File: src/wwdt_map.vh
`ifndef WWDT_MAP_VH
`define WWDT_MAP_VH

// ****************************************************************
// register offsets (byte addresses)
// ****************************************************************
`define WWDT_OFS_RESTART    4'h0
`define WWDT_OFS_CONFIG     4'h4
`define WWDT_OFS_FAULT      4'h8
`define WWDT_OFS_IRQ_MASK   4'hc

// ****************************************************************
// restart control fields
// ****************************************************************
`define WWDT_KEY_HI         31
`define WWDT_KEY_LO         24
`define WWDT_KEY_VALUE      8'ha5
`define WWDT_RESTART_BIT    0

// ****************************************************************
// configuration fields
// ****************************************************************
`define WWDT_CFG_RESET      32'h3fff2fff
`define WWDT_COUNT_RESET    12'hfff
`define WWDT_RELOAD_HI      11
`define WWDT_RELOAD_LO      0
`define WWDT_IRQEN_BIT      12
`define WWDT_RSTEN_BIT      13
`define WWDT_PROC_BIT       14
`define WWDT_DIS_BIT        15
`define WWDT_DELTA_HI       27
`define WWDT_DELTA_LO       16
`define WWDT_DBG_BIT        28
`define WWDT_IDLE_BIT       29

// ****************************************************************
// fault flags and timing
// ****************************************************************
`define WWDT_UNF_BIT        0
`define WWDT_ERR_BIT        1
`define WWDT_MASK_RESET     2'h3
`define WWDT_PRESCALE_LAST  7'h7f
`define WWDT_AXI_OKAY       2'h0
`define WWDT_AXI_SLVERR     2'h2

`endif

File: src/wwdt_top.v
// Summary of operation
// - control writes take effect only when the top byte carries key 0xa5
// - correct key with restart bit one restarts; restart bit zero does nothing
// - low twelve configuration bits are the value loaded on every reload
// - fault interrupt enable lets underflow or window error raise the interrupt
// - fault reset enable lets underflow or window error request a watchdog reset
// - reset scope bit: zero requests all resets, one only processor reset
// - restart with counter at or below window delta reloads without error
// - restart with counter above window delta raises a window error instead
// - debug halt bit stops counting while the processor is in debug
// - idle halt bit stops counting while the system is idle
// - disable bit one stops counting but leaves the window error check active, zero leaves it running
// - underflow flag reads one if an underflow happened since last read
// - error flag reads one if a window error happened since last read
// - configuration takes only the first write after reset, resets to default
// - counter decrements once per divide-by-128 prescaler tick
// - valid restart reloads counter and restarts the prescaler at once
// - status read or reset clears flags, interrupt and fault line
// - accepted configuration write also reloads and restarts the count
//
// Register access over AXI4-Lite was chosen for this implementation.
`timescale 1ns/1ps
`default_nettype none
`include "wwdt_map.vh"

module wwdt_top
(
  // clock and reset
  input  wire        clk,
  input  wire        resetn,
  // slow clock tick and processor state, from other clock domains
  input  wire        slow_clk_tick,
  input  wire        debug_state,
  input  wire        idle_state,
  // axi4-lite write address
  input  wire [3:0]  s_axi_awaddr,
  input  wire        s_axi_awvalid,
  output reg         s_axi_awready,
  // axi4-lite write data
  input  wire [31:0] s_axi_wdata,
  input  wire [3:0]  s_axi_wstrb,
  input  wire        s_axi_wvalid,
  output reg         s_axi_wready,
  // axi4-lite write response
  output reg  [1:0]  s_axi_bresp,
  output reg         s_axi_bvalid,
  input  wire        s_axi_bready,
  // axi4-lite read address
  input  wire [3:0]  s_axi_araddr,
  input  wire        s_axi_arvalid,
  output reg         s_axi_arready,
  // axi4-lite read data
  output reg  [31:0] s_axi_rdata,
  output reg  [1:0]  s_axi_rresp,
  output reg         s_axi_rvalid,
  input  wire        s_axi_rready,
  // fault outputs
  output reg         irq,
  output reg         fault_all_reset,
  output reg         fault_proc_reset
);

  // ****************************************************************
  // reset release and input synchronisers
  // ****************************************************************
  reg        rst_meta_ff;
  reg        rst_sync_ff;
  wire       rst_n;
  reg  [2:0] in_meta_ff;
  reg  [2:0] in_sync_ff;
  reg        tick_prev_ff;

  // release is synchronous so every flop leaves reset on the same edge
  always @(posedge clk or negedge resetn)
  begin
    if (!resetn)
    begin
      rst_meta_ff <= 1'b0;
      rst_sync_ff <= 1'b0;
    end
    else
    begin
      rst_meta_ff <= 1'b1;
      rst_sync_ff <= rst_meta_ff;
    end
  end
  assign rst_n = rst_sync_ff;

  // two flops per pin; the second stage feeds logic, plus a third flop on the tick for edge detect
  always @(posedge clk or negedge rst_n)
  begin
    if (!rst_n)
    begin
      in_meta_ff   <= 3'h0;
      in_sync_ff   <= 3'h0;
      tick_prev_ff <= 1'b0;
    end
    else
    begin
      in_meta_ff   <= {idle_state, debug_state, slow_clk_tick};
      in_sync_ff   <= in_meta_ff;
      tick_prev_ff <= in_sync_ff[0];
    end
  end

  // one-cycle enable per slow clock rising edge
  wire slow_en  = in_sync_ff[0] & ~tick_prev_ff;
  wire dbg_sync = in_sync_ff[1];
  wire idle_sync = in_sync_ff[2];

  // ****************************************************************
  // register state
  // ****************************************************************
  reg  [31:0] cfg_ff;
  reg         cfg_locked_ff;
  reg  [11:0] count_ff;
  reg  [6:0]  presc_ff;
  reg         unf_flag_ff;
  reg         err_flag_ff;
  reg  [1:0]  irq_mask_ff;

  wire [11:0] reload_value    = cfg_ff[`WWDT_RELOAD_HI:`WWDT_RELOAD_LO];
  wire [11:0] window_delta    = cfg_ff[`WWDT_DELTA_HI:`WWDT_DELTA_LO];
  wire        fault_irq_enable   = cfg_ff[`WWDT_IRQEN_BIT];
  wire        fault_reset_enable = cfg_ff[`WWDT_RSTEN_BIT];
  wire        processor_only_reset = cfg_ff[`WWDT_PROC_BIT];
  wire        counter_disable = cfg_ff[`WWDT_DIS_BIT];
  wire        debug_halt      = cfg_ff[`WWDT_DBG_BIT];
  wire        idle_halt       = cfg_ff[`WWDT_IDLE_BIT];

  // ****************************************************************
  // axi4-lite write channel
  // ****************************************************************
  reg        aw_held_ff;
  reg        w_held_ff;
  reg [3:0]  aw_addr_ff;
  reg [31:0] w_data_ff;
  reg [3:0]  w_strb_ff;

  wire aw_take = s_axi_awvalid & s_axi_awready;
  wire w_take  = s_axi_wvalid & s_axi_wready;
  // write executes once both halves are held and no response is pending
  wire wr_do   = aw_held_ff & w_held_ff & ~s_axi_bvalid;
  wire wr_full = &w_strb_ff;

  // address and data may arrive in either order; each is held once taken
  always @(posedge clk or negedge rst_n)
  begin
    if (!rst_n)
    begin
      aw_held_ff    <= 1'b0;
      w_held_ff     <= 1'b0;
      aw_addr_ff    <= 4'h0;
      w_data_ff     <= 32'h0;
      w_strb_ff     <= 4'h0;
      s_axi_awready <= 1'b0;
      s_axi_wready  <= 1'b0;
      s_axi_bvalid  <= 1'b0;
      s_axi_bresp   <= `WWDT_AXI_OKAY;
    end
    else
    begin
      s_axi_awready <= ~aw_held_ff & ~aw_take & ~s_axi_bvalid;
      s_axi_wready  <= ~w_held_ff & ~w_take & ~s_axi_bvalid;
      if (aw_take)
      begin
        aw_held_ff <= 1'b1;
        aw_addr_ff <= s_axi_awaddr;
      end
      if (w_take)
      begin
        w_held_ff <= 1'b1;
        w_data_ff <= s_axi_wdata;
        w_strb_ff <= s_axi_wstrb;
      end
      if (wr_do)
      begin
        aw_held_ff   <= 1'b0;
        w_held_ff    <= 1'b0;
        s_axi_bvalid <= 1'b1;
        case (aw_addr_ff)
          `WWDT_OFS_RESTART,
          `WWDT_OFS_CONFIG,
          `WWDT_OFS_FAULT,
          `WWDT_OFS_IRQ_MASK: s_axi_bresp <= `WWDT_AXI_OKAY;
          default:            s_axi_bresp <= `WWDT_AXI_SLVERR;
        endcase
      end
      else if (s_axi_bvalid & s_axi_bready)
        s_axi_bvalid <= 1'b0;
    end
  end

  // partial-strobe writes are ignored: the key and config need whole words
  wire key_ok     = (w_data_ff[`WWDT_KEY_HI:`WWDT_KEY_LO] == `WWDT_KEY_VALUE);
  wire cr_write   = wr_do & wr_full & (aw_addr_ff == `WWDT_OFS_RESTART) & key_ok;
  wire restart_request = cr_write & w_data_ff[`WWDT_RESTART_BIT];
  wire cfg_write  = wr_do & wr_full & (aw_addr_ff == `WWDT_OFS_CONFIG) & ~cfg_locked_ff;
  wire mask_write = wr_do & wr_full & (aw_addr_ff == `WWDT_OFS_IRQ_MASK);

  // ****************************************************************
  // axi4-lite read channel
  // ****************************************************************
  wire ar_take = s_axi_arvalid & s_axi_arready;
  // a taken read of the fault flags clears them
  wire sr_read = ar_take & (s_axi_araddr == `WWDT_OFS_FAULT);

  // one read at a time; data answered the cycle after the address is taken
  always @(posedge clk or negedge rst_n)
  begin
    if (!rst_n)
    begin
      s_axi_arready <= 1'b0;
      s_axi_rvalid  <= 1'b0;
      s_axi_rdata   <= 32'h0;
      s_axi_rresp   <= `WWDT_AXI_OKAY;
    end
    else
    begin
      s_axi_arready <= ~s_axi_rvalid & ~ar_take & ~s_axi_arready;
      if (ar_take)
      begin
        s_axi_rvalid <= 1'b1;
        s_axi_rresp  <= `WWDT_AXI_OKAY;
        case (s_axi_araddr)
          `WWDT_OFS_RESTART:  s_axi_rdata <= 32'h0;
          `WWDT_OFS_CONFIG:   s_axi_rdata <= cfg_ff;
          `WWDT_OFS_FAULT:    s_axi_rdata <= {30'h0, err_flag_ff, unf_flag_ff};
          `WWDT_OFS_IRQ_MASK: s_axi_rdata <= {30'h0, irq_mask_ff};
          default:
          begin
            s_axi_rdata <= 32'h0;
            s_axi_rresp <= `WWDT_AXI_SLVERR;
          end
        endcase
      end
      else if (s_axi_rvalid & s_axi_rready)
        s_axi_rvalid <= 1'b0;
    end
  end

  // ****************************************************************
  // configuration register, written once, and interrupt mask, written any time
  // ****************************************************************
  always @(posedge clk or negedge rst_n)
  begin
    if (!rst_n)
    begin
      cfg_ff        <= `WWDT_CFG_RESET;
      cfg_locked_ff <= 1'b0;
      irq_mask_ff   <= `WWDT_MASK_RESET;
    end
    else
    begin
      if (cfg_write)
      begin
        cfg_ff        <= w_data_ff;
        cfg_locked_ff <= 1'b1;
      end
      if (mask_write)
        irq_mask_ff <= w_data_ff[1:0];
    end
  end

  // ****************************************************************
  // prescaler and down counter
  // ****************************************************************
  // halts from debug or idle freeze both prescaler and counter
  wire halted   = counter_disable
                | (debug_halt & dbg_sync)
                | (idle_halt & idle_sync);
  wire run_tick = slow_en & ~halted;
  wire presc_wrap = run_tick & (presc_ff == `WWDT_PRESCALE_LAST);
  // error check runs even while disabled
  wire in_window  = (count_ff <= window_delta);
  wire good_restart = restart_request & in_window;
  wire window_err   = restart_request & ~in_window;
  wire underflow    = presc_wrap & (count_ff == 12'h000);

  // reload has priority over counting so a restart never loses a tick race
  always @(posedge clk or negedge rst_n)
  begin
    if (!rst_n)
    begin
      count_ff <= `WWDT_COUNT_RESET;
      presc_ff <= 7'h0;
    end
    else if (cfg_write)
    begin
      count_ff <= w_data_ff[`WWDT_RELOAD_HI:`WWDT_RELOAD_LO];
      presc_ff <= 7'h0;
    end
    else if (good_restart)
    begin
      count_ff <= reload_value;
      presc_ff <= 7'h0;
    end
    else if (run_tick)
    begin
      presc_ff <= presc_ff + 7'h1;
      if (presc_wrap && count_ff != 12'h000)
        count_ff <= count_ff - 12'h001;
    end
  end

  // ****************************************************************
  // fault flags, interrupt and reset request
  // ****************************************************************
  // a new event in the same cycle as the clearing read wins
  always @(posedge clk or negedge rst_n)
  begin
    if (!rst_n)
    begin
      unf_flag_ff      <= 1'b0;
      err_flag_ff      <= 1'b0;
      irq              <= 1'b0;
      fault_all_reset  <= 1'b0;
      fault_proc_reset <= 1'b0;
    end
    else
    begin
      unf_flag_ff <= underflow | (unf_flag_ff & ~sr_read);
      err_flag_ff <= window_err | (err_flag_ff & ~sr_read);
      irq <= fault_irq_enable &
             (((underflow | (unf_flag_ff & ~sr_read)) & irq_mask_ff[`WWDT_UNF_BIT]) |
              ((window_err | (err_flag_ff & ~sr_read)) & irq_mask_ff[`WWDT_ERR_BIT]));
      // fault line stays up until the flags are read or reset occurs
      fault_all_reset  <= fault_reset_enable & ~processor_only_reset &
                          (underflow | window_err | ((unf_flag_ff | err_flag_ff) & ~sr_read));
      fault_proc_reset <= fault_reset_enable & processor_only_reset &
                          (underflow | window_err | ((unf_flag_ff | err_flag_ff) & ~sr_read));
    end
  end

endmodule // wwdt_top

`default_nettype wire

File: config.mk
export PLATFORM = sky130hd
export DESIGN_NAME = wwdt_top
export DESIGN_NICKNAME = d
export VERILOG_FILES = /design/src/wwdt_top.v
export VERILOG_INCLUDE_DIRS = /design/src
export SDC_FILE = /design/constraint.sdc
export NUM_CORES = 1
export LEC_CHECK = 0
export BUFFER_PORTS_ARGS = -buffer_cell sky130_fd_sc_hd__buf_2
export CORE_MARGIN = 4
export CORE_UTILIZATION = 35
export DETAILED_ROUTE_END_ITERATION = 8
export HOLD_SLACK_MARGIN = 0.06
export PLACE_DENSITY = 0.54
export REMOVE_ABC_BUFFERS = 1
export SLEW_MARGIN = 20
export SYNTH_ARGS = -nofsm -noshare
export SYNTH_HDL_FRONTEND = slang
export SYNTH_SLANG_ARGS = --single-unit
File: constraint.sdc
create_clock -name clk -period 5.9 [get_ports clk]
set_clock_uncertainty 0.15 [all_clocks]
set_input_delay 0.295 -clock clk [delete_from_list [all_inputs] [get_ports clk]]
set_output_delay 0.295 -clock clk [all_outputs]
set_load 0.05 [all_outputs]
### After elaboration in Yosys (flattened, before gate mapping)

Index checks and enable logic that the tools add are counted.

* register bits: 151

* add/subtract/negate cells: 2
* $lt $le $gt $ge: 1
* equal/unequal tests: 8
* multiplexer cells: 18
* bitwise gates (word level): 61
* reductions and logical operators: 15

Operators by type and width (number)
* case mux 32 bit (3 select lines): 1
* 2-to-1 mux 12 bit: 4
* AND 1 bit: 39
* 2-to-1 mux 7 bit: 3
* equality test 4 bit (second input constant): 4
* NOT 1 bit: 14
* <= comparator 12 bit: 1
* zero test 12 bit: 1
* nonzero test 12 bit: 1
* subtractor 12 x 1 -> 12 bit (second input constant): 1
* equality test 4 x 3 -> 1 bit (second input constant): 2
* equality test 8 bit (second input constant): 1
* zero test 4 bit: 2
* 2-to-1 mux 1 bit: 8
* bitwise OR 1 bit: 8
* nonzero test 2 bit: 4
* OR reduction 4 bit: 2
* adder 7 x 1 -> 7 bit (second input constant): 1
* equality test 7 bit (second input constant): 1
* nonzero test 3 bit: 2
* 2-to-1 mux 2 bit: 2
* AND reduction 4 bit: 1
* AND reduction 2 bit: 1
* logical AND 1 bit: 1

### Depth between registers and ports, before layout

* depth in word-level cells: 11
* depth in mapped cells: 9
* mapped depth without buffers: 8

### Worst setup path after synthesis

OpenSTA, ideal clock, no wires.

* kind: reg-to-reg
* start: register s_axi_arready
* end: register irq
* arrival: 2168 ps
* slack: 3462 ps
* stages on the path, launching flop included: 7
* path buffers: 0
* path through: dfrtp_1 -> nand2_2 -> or3_1 -> or3b_1 -> a32o_1 -> and3_1 -> a31o_2

* longest elaborated chain between the ends: 8
* elaborated cells between the ends (all ways): 11
* those cells by class: bitwise (11)

Ends and longest elaborated chain
* from (decl): line wwdt_top.v:51 `output reg s_axi_arready,`
* from (signal assigned): line wwdt_top.v:220 `s_axi_arready <= ~s_axi_rvalid & ~ar_take & ~s_axi_arready;`
* AND 1 bit (*): line wwdt_top.v:204 `wire ar_take = s_axi_arvalid & s_axi_arready;`
* AND 1 bit (*): line wwdt_top.v:206 `` wire sr_read = ar_take & (s_axi_araddr == `WWDT_OFS_FAULT); ``
* NOT 1 bit (*): line wwdt_top.v:325, wwdt_top.v:326
* AND 1 bit, on equally long branches: line wwdt_top.v:325, wwdt_top.v:326
* bitwise OR 1 bit, on equally long branches: line wwdt_top.v:325, wwdt_top.v:326
* AND 1 bit, on equally long branches: line wwdt_top.v:325, wwdt_top.v:326
* bitwise OR 1 bit (*): line wwdt_top.v:325 `` (((underflow | (unf_flag_ff & ~sr_read)) & irq_mask_ff[`WWDT_UNF_BIT]) | ``
* AND 1 bit (*): line wwdt_top.v:324 `irq <= fault_irq_enable &`
* to (signal assigned): line wwdt_top.v:324
* to (decl): line wwdt_top.v:58 `output reg irq,`

Every way passes the cells marked *; elsewhere a longest branch is shown, timed or not.
A chain may end at the register's enable or synchronous reset.

### Worst setup path in the final report

* start: register cfg_ff[25]
* end: register irq

* longest elaborated chain between the ends: 7

Ends and longest elaborated chain
* from (decl): line wwdt_top.v:114 `reg [31:0] cfg_ff;`
* from (signal assigned): line wwdt_top.v:249 `` cfg_ff <= `WWDT_CFG_RESET; ``
* from (signal assigned): line wwdt_top.v:257 `cfg_ff <= w_data_ff;`
* <= comparator 12 bit: line wwdt_top.v:275 `wire in_window = (count_ff <= window_delta);`
* NOT 1 bit: line wwdt_top.v:277 `wire window_err = restart_request & ~in_window;`
* AND 1 bit: line wwdt_top.v:277
* bitwise OR 1 bit: line wwdt_top.v:326 `` ((window_err | (err_flag_ff & ~sr_read)) & irq_mask_ff[`WWDT_ERR_BIT])); ``
* AND 1 bit: line wwdt_top.v:326
* bitwise OR 1 bit: line wwdt_top.v:325
* AND 1 bit: line wwdt_top.v:324

Every way passes these cells.

==> metrics.json <==
{
  "status": {"value": "finished clean"},
  "worst_ep_required_time": {"value": 6.05, "unit": "ns"},
  "route.antenna.remaining_nets": {"value": 0},
  "crit_path_max_incr_delay": {"value": 0.57, "unit": "ns"},
  "crit-reg2reg-launch": {"value": "cfg_ff[25]"},
  "mappedNetlistArea": {"value": 6370, "unit": "um^2"},
  "layout_worst_path_cycle_share": {"value": 0.4869},
  "htree_num_levels": {"value": 4},
  "rsz0062_at_grt": {"value": "no"},
  "detailedRoute.firstPassIterationCount": {"value": 4},
  "clock_latency_at_the_later_pin_of_the_worst_skew_pair": {"value": 0.42, "unit": "ns"},
  "power_density": {"value": 415.6, "unit": "nW/um^2"},
  "drt-total-wl": {"value": 15450, "unit": "um"},
  "worstPathMaxFanout": {"value": 8},
  "syn_area_per_cell": {"value": 11.82, "unit": "um^2"},
  "fmax": {"value": 348.1, "unit": "MHz"},
  "clkSlewWorstSetupHoldPaths": {"value": 0.06, "unit": "ns"},
  "tritoncts": {"value": "done"},
  "detailed_place_hpwl": {"value": 10490, "unit": "um"},
  "grt_pass1_vias": {"value": 4920},
  "overflow": {"value": 0},
  "fin_nets": {"value": 753},
  "grt_start_max_net_pins": {"value": 86},
  "static_leakage": {"value": 3.837, "unit": "nW"},
  "timing.critical_path.arrival": {"value": 3.02, "unit": "ns"},
  "worst_pin_slew": {"value": 0.8587, "unit": "ns"},
  "die_y": {"value": 142.9, "unit": "um"},
  "post_synth_inst_count": {"value": 539},
  "cp-start-kind": {"value": "flop"},
  "flow.area_growth_from_synthesis": {"value": 28.60, "unit": "%"},
  "cts-buffers-inserted": {"value": 17},
  "slew_viol_final": {"value": 0},
  "cts.sinks": {"value": 149},
  "timing.setup.critical_path_class": {"value": "reg2reg"},
  "crit_slowest_cell": {"value": "o21ai_1"},
  "core-area": {"value": 17900, "unit": "um^2"},
  "synth-main-ff-cell": {"value": "dfrtp_1"},
  "portion_of_the_post_synthesis_area_used_by_sequential_elements": {"value": 0.5934},
  "drt-initial-drc-count": {"value": 269},
  "worstSetupStartpoint": {"value": "cfg_ff[25]"},
  "tns": {"value": 0, "unit": "ns"},
  "headroom_to_the_max_slew_limit": {"value": 0.4227},
  "type_of_the_most_critical_hold_path": {"value": "in2reg"},
  "timing.max_cap.violations": {"value": 0},
  "synthTopCellsByArea": {"value": "dfrtp_1 (42%), dfstp_2 (17%), mux2_2 (8.0%), nand2_1 (5.1%), a22o_1 (4.3%)"},
  "ir_worst_vdd": {"value": 0.2913, "unit": "mV"},
  "postLayoutCoreUtil": {"value": 0.4576},
  "placementRows": {"value": 49},
  "timing_hold_violations_final": {"value": 0},
  "most-common-layout-cells": {"value": "dfrtp_1 (107), buf_2 (95), nand2_1 (87)"},
  "ys_ff_latch": {"value": 149},
  "design.die.area": {"value": 20420, "unit": "um^2"},
  "worstPathCellList": {"value": "inv_1 > ha_1 > a211o_1 > a21oi_1 > o211ai_1 > o21ai_1 > o21ai_1 > a31o_2"},
  "routed_via_density": {"value": 4.975},
  "drcViolationCount": {"value": 0},
  "detailroute.via_count": {"value": 4612},
  "setup_violations": {"value": 0},
  "boundaryPins": {"value": 98},
  "cts_setup_buffers": {"value": 0},
  "final.min_clock_period": {"value": 2.873, "unit": "ns"},
  "clock_tree.buffer_depth": {"value": 2},
  "grt_first_pass_wirelength": {"value": 25940, "unit": "um"},
  "critical_path.endpoint_type": {"value": "flop"},
  "synth_edf_count": {"value": 0},
  "die_width": {"value": 142.9, "unit": "um"},
  "routedWlPerCell": {"value": 16.67, "unit": "um"},
  "share_of_flip_flops_with_an_asynchronous_set_or_reset_after_synthesis": {"value": 1.000},
  "grt_usage": {"value": 0.1619},
  "yosys.area.top_type": {"value": "dfrtp_1"},
  "yosysWarnings": {"value": 0},
  "synth.top_cell.area_share": {"value": 0.4243},
  "layout-drive-gt1-share": {"value": 0.3357},
  "initial_core_util": {"value": 0.3558},
  "place.port_buffers": {"value": 95},
  "synth_cell_type_count": {"value": 58},
  "most_common_cell_after_layout_fill_and_taps_aside": {"value": "dfrtp_1"},
  "globalplace.congestion": {"value": 0.8104},
  "cts_root_buf": {"value": "clkbuf_16"},
  "critPathMostFrequentCell": {"value": "o21ai_1"},
  "hold_path.startpoint": {"value": "s_axi_araddr[3]"},
  "antenna_found_initial": {"value": 1}
}
## power by group
group          internal, mW  leakage [nW]  switching (mW)
Sequential             1.32          1.79           0.220
Combinational         0.328          1.76           0.419
Clock                 0.713         0.293           0.401
Total                  2.36          3.84            1.04
## synthesized netlist by cell type (3+ instances only)
cell      number
dfrtp_1      108
nand2_1       87
mux2_2        45
dfstp_2       41
a22o_1        31
nor2_1        22
clkbuf_1      18
o21ai_0       18
inv_1         17
ha_1          14
a21oi_1       13
nand4_1       10
xor2_1         9
nor3_1         8
nand3_1        6
o211ai_1       6
o31ai_1        6
xnor2_1        6
or3_1          5
and3_1         4
a221oi_1       3
a22oi_1        3
buf_4          3
nand3_2        3
nor2b_1        3
o21a_1         3
o21ai_1        3
## critical path, delay by kind of cell (launching register included)
family | cells | cell delay (ns)
AOI/OAI and AO/OA | 6 | 1.74
DFF | 1 | 0.52
adders and majority gates | 1 | 0.30
buffers and inverters | 1 | 0.05
## per-stage QoR
stage / hold slack, ns / power, mW / area [um^2] / std cells / setup slack [ns]
after global routing: 0.1094 / 3.598 / 8189 / 926 / 2.822
after global placement: -0.06926 / 2.251 / 7076 / 846 / 3.021
final: 0.09325 / 3.404 / 8192 / 927 / 3.027
after floorplan: -0.1506 / 2.047 / 6262 / 516 / 1.363
after detailed placement: -0.06575 / 2.290 / 7076 / 846 / 2.961
after CTS: 0.07652 / 3.441 / 8162 / 925 / 2.968
## cell type report
cell class / instances / area (um^2)
antenna: 1 / 2.502
fill: 1694 / 9711
clock buffer: 21 / 450.4
timing repair buffer: 150 / 1028
clock inverter: 10 / 155.1
sequential: 149 / 3784
tap: 229 / 286.5
multi-input combinational: 350 / 2421
inverter: 17 / 63.81
## cell families after synthesis
group	Yosys count	synth area share
other	2	0.001179
adders and majority gates	14	0.02750
muxes	46	0.08112
and+or+nand+nor	170	0.1306
xor gates and xnor gates	15	0.02063
AOI/OAI and AO/OA	102	0.1181
buffers and inverters	41	0.02750
DFF	149	0.5934
## repair_timing
action | CTS | global route
resized for setup | 0 | 0
endpoints found under the hold margin | 48 | 0
hold buffers | 48 | 0
## final timing paths
| path | cells past startpoint | endpoint | slack, ns |
|---|---|---|---|
| setup / recovery | 8 | irq | 3.03 |
| max in group asynchronous | 1 | s_axi_rdata[4] | 4.27 |
| setup reg to reg | 8 | irq | 3.03 |
| min in group asynchronous | 0 | w_data_ff[13] | 0.14 |
| hold / removal | 3 | s_axi_rdata[0] | 0.09 |
| hold reg to reg | 0 | w_data_ff[13] | 0.14 |
## state kept, by name, indices dropped and copies added, names as in the netlist, 2 cells and up
name and cells:
in_meta_ff 3, w_data_ff 32, presc_ff 7, w_strb_ff 4, irq_mask_ff 2, aw_addr_ff 4
s_axi_rdata 32, in_sync_ff 3, cfg_ff 32, count_ff 12
## layer usage
layer  vias to the layer above  share of wire  wire length [um]  track usage
li1                       2212              -                 -            -
met1                      2268           0.46              7138       0.2186
met2                       110           0.47              7325       0.2579
met3                        20          0.047               729      0.04253
met4                         2          0.016               242      0.04752
met5                         -        0.00078                12            0
Note: power is estimated with default switching activity, not from simulation.
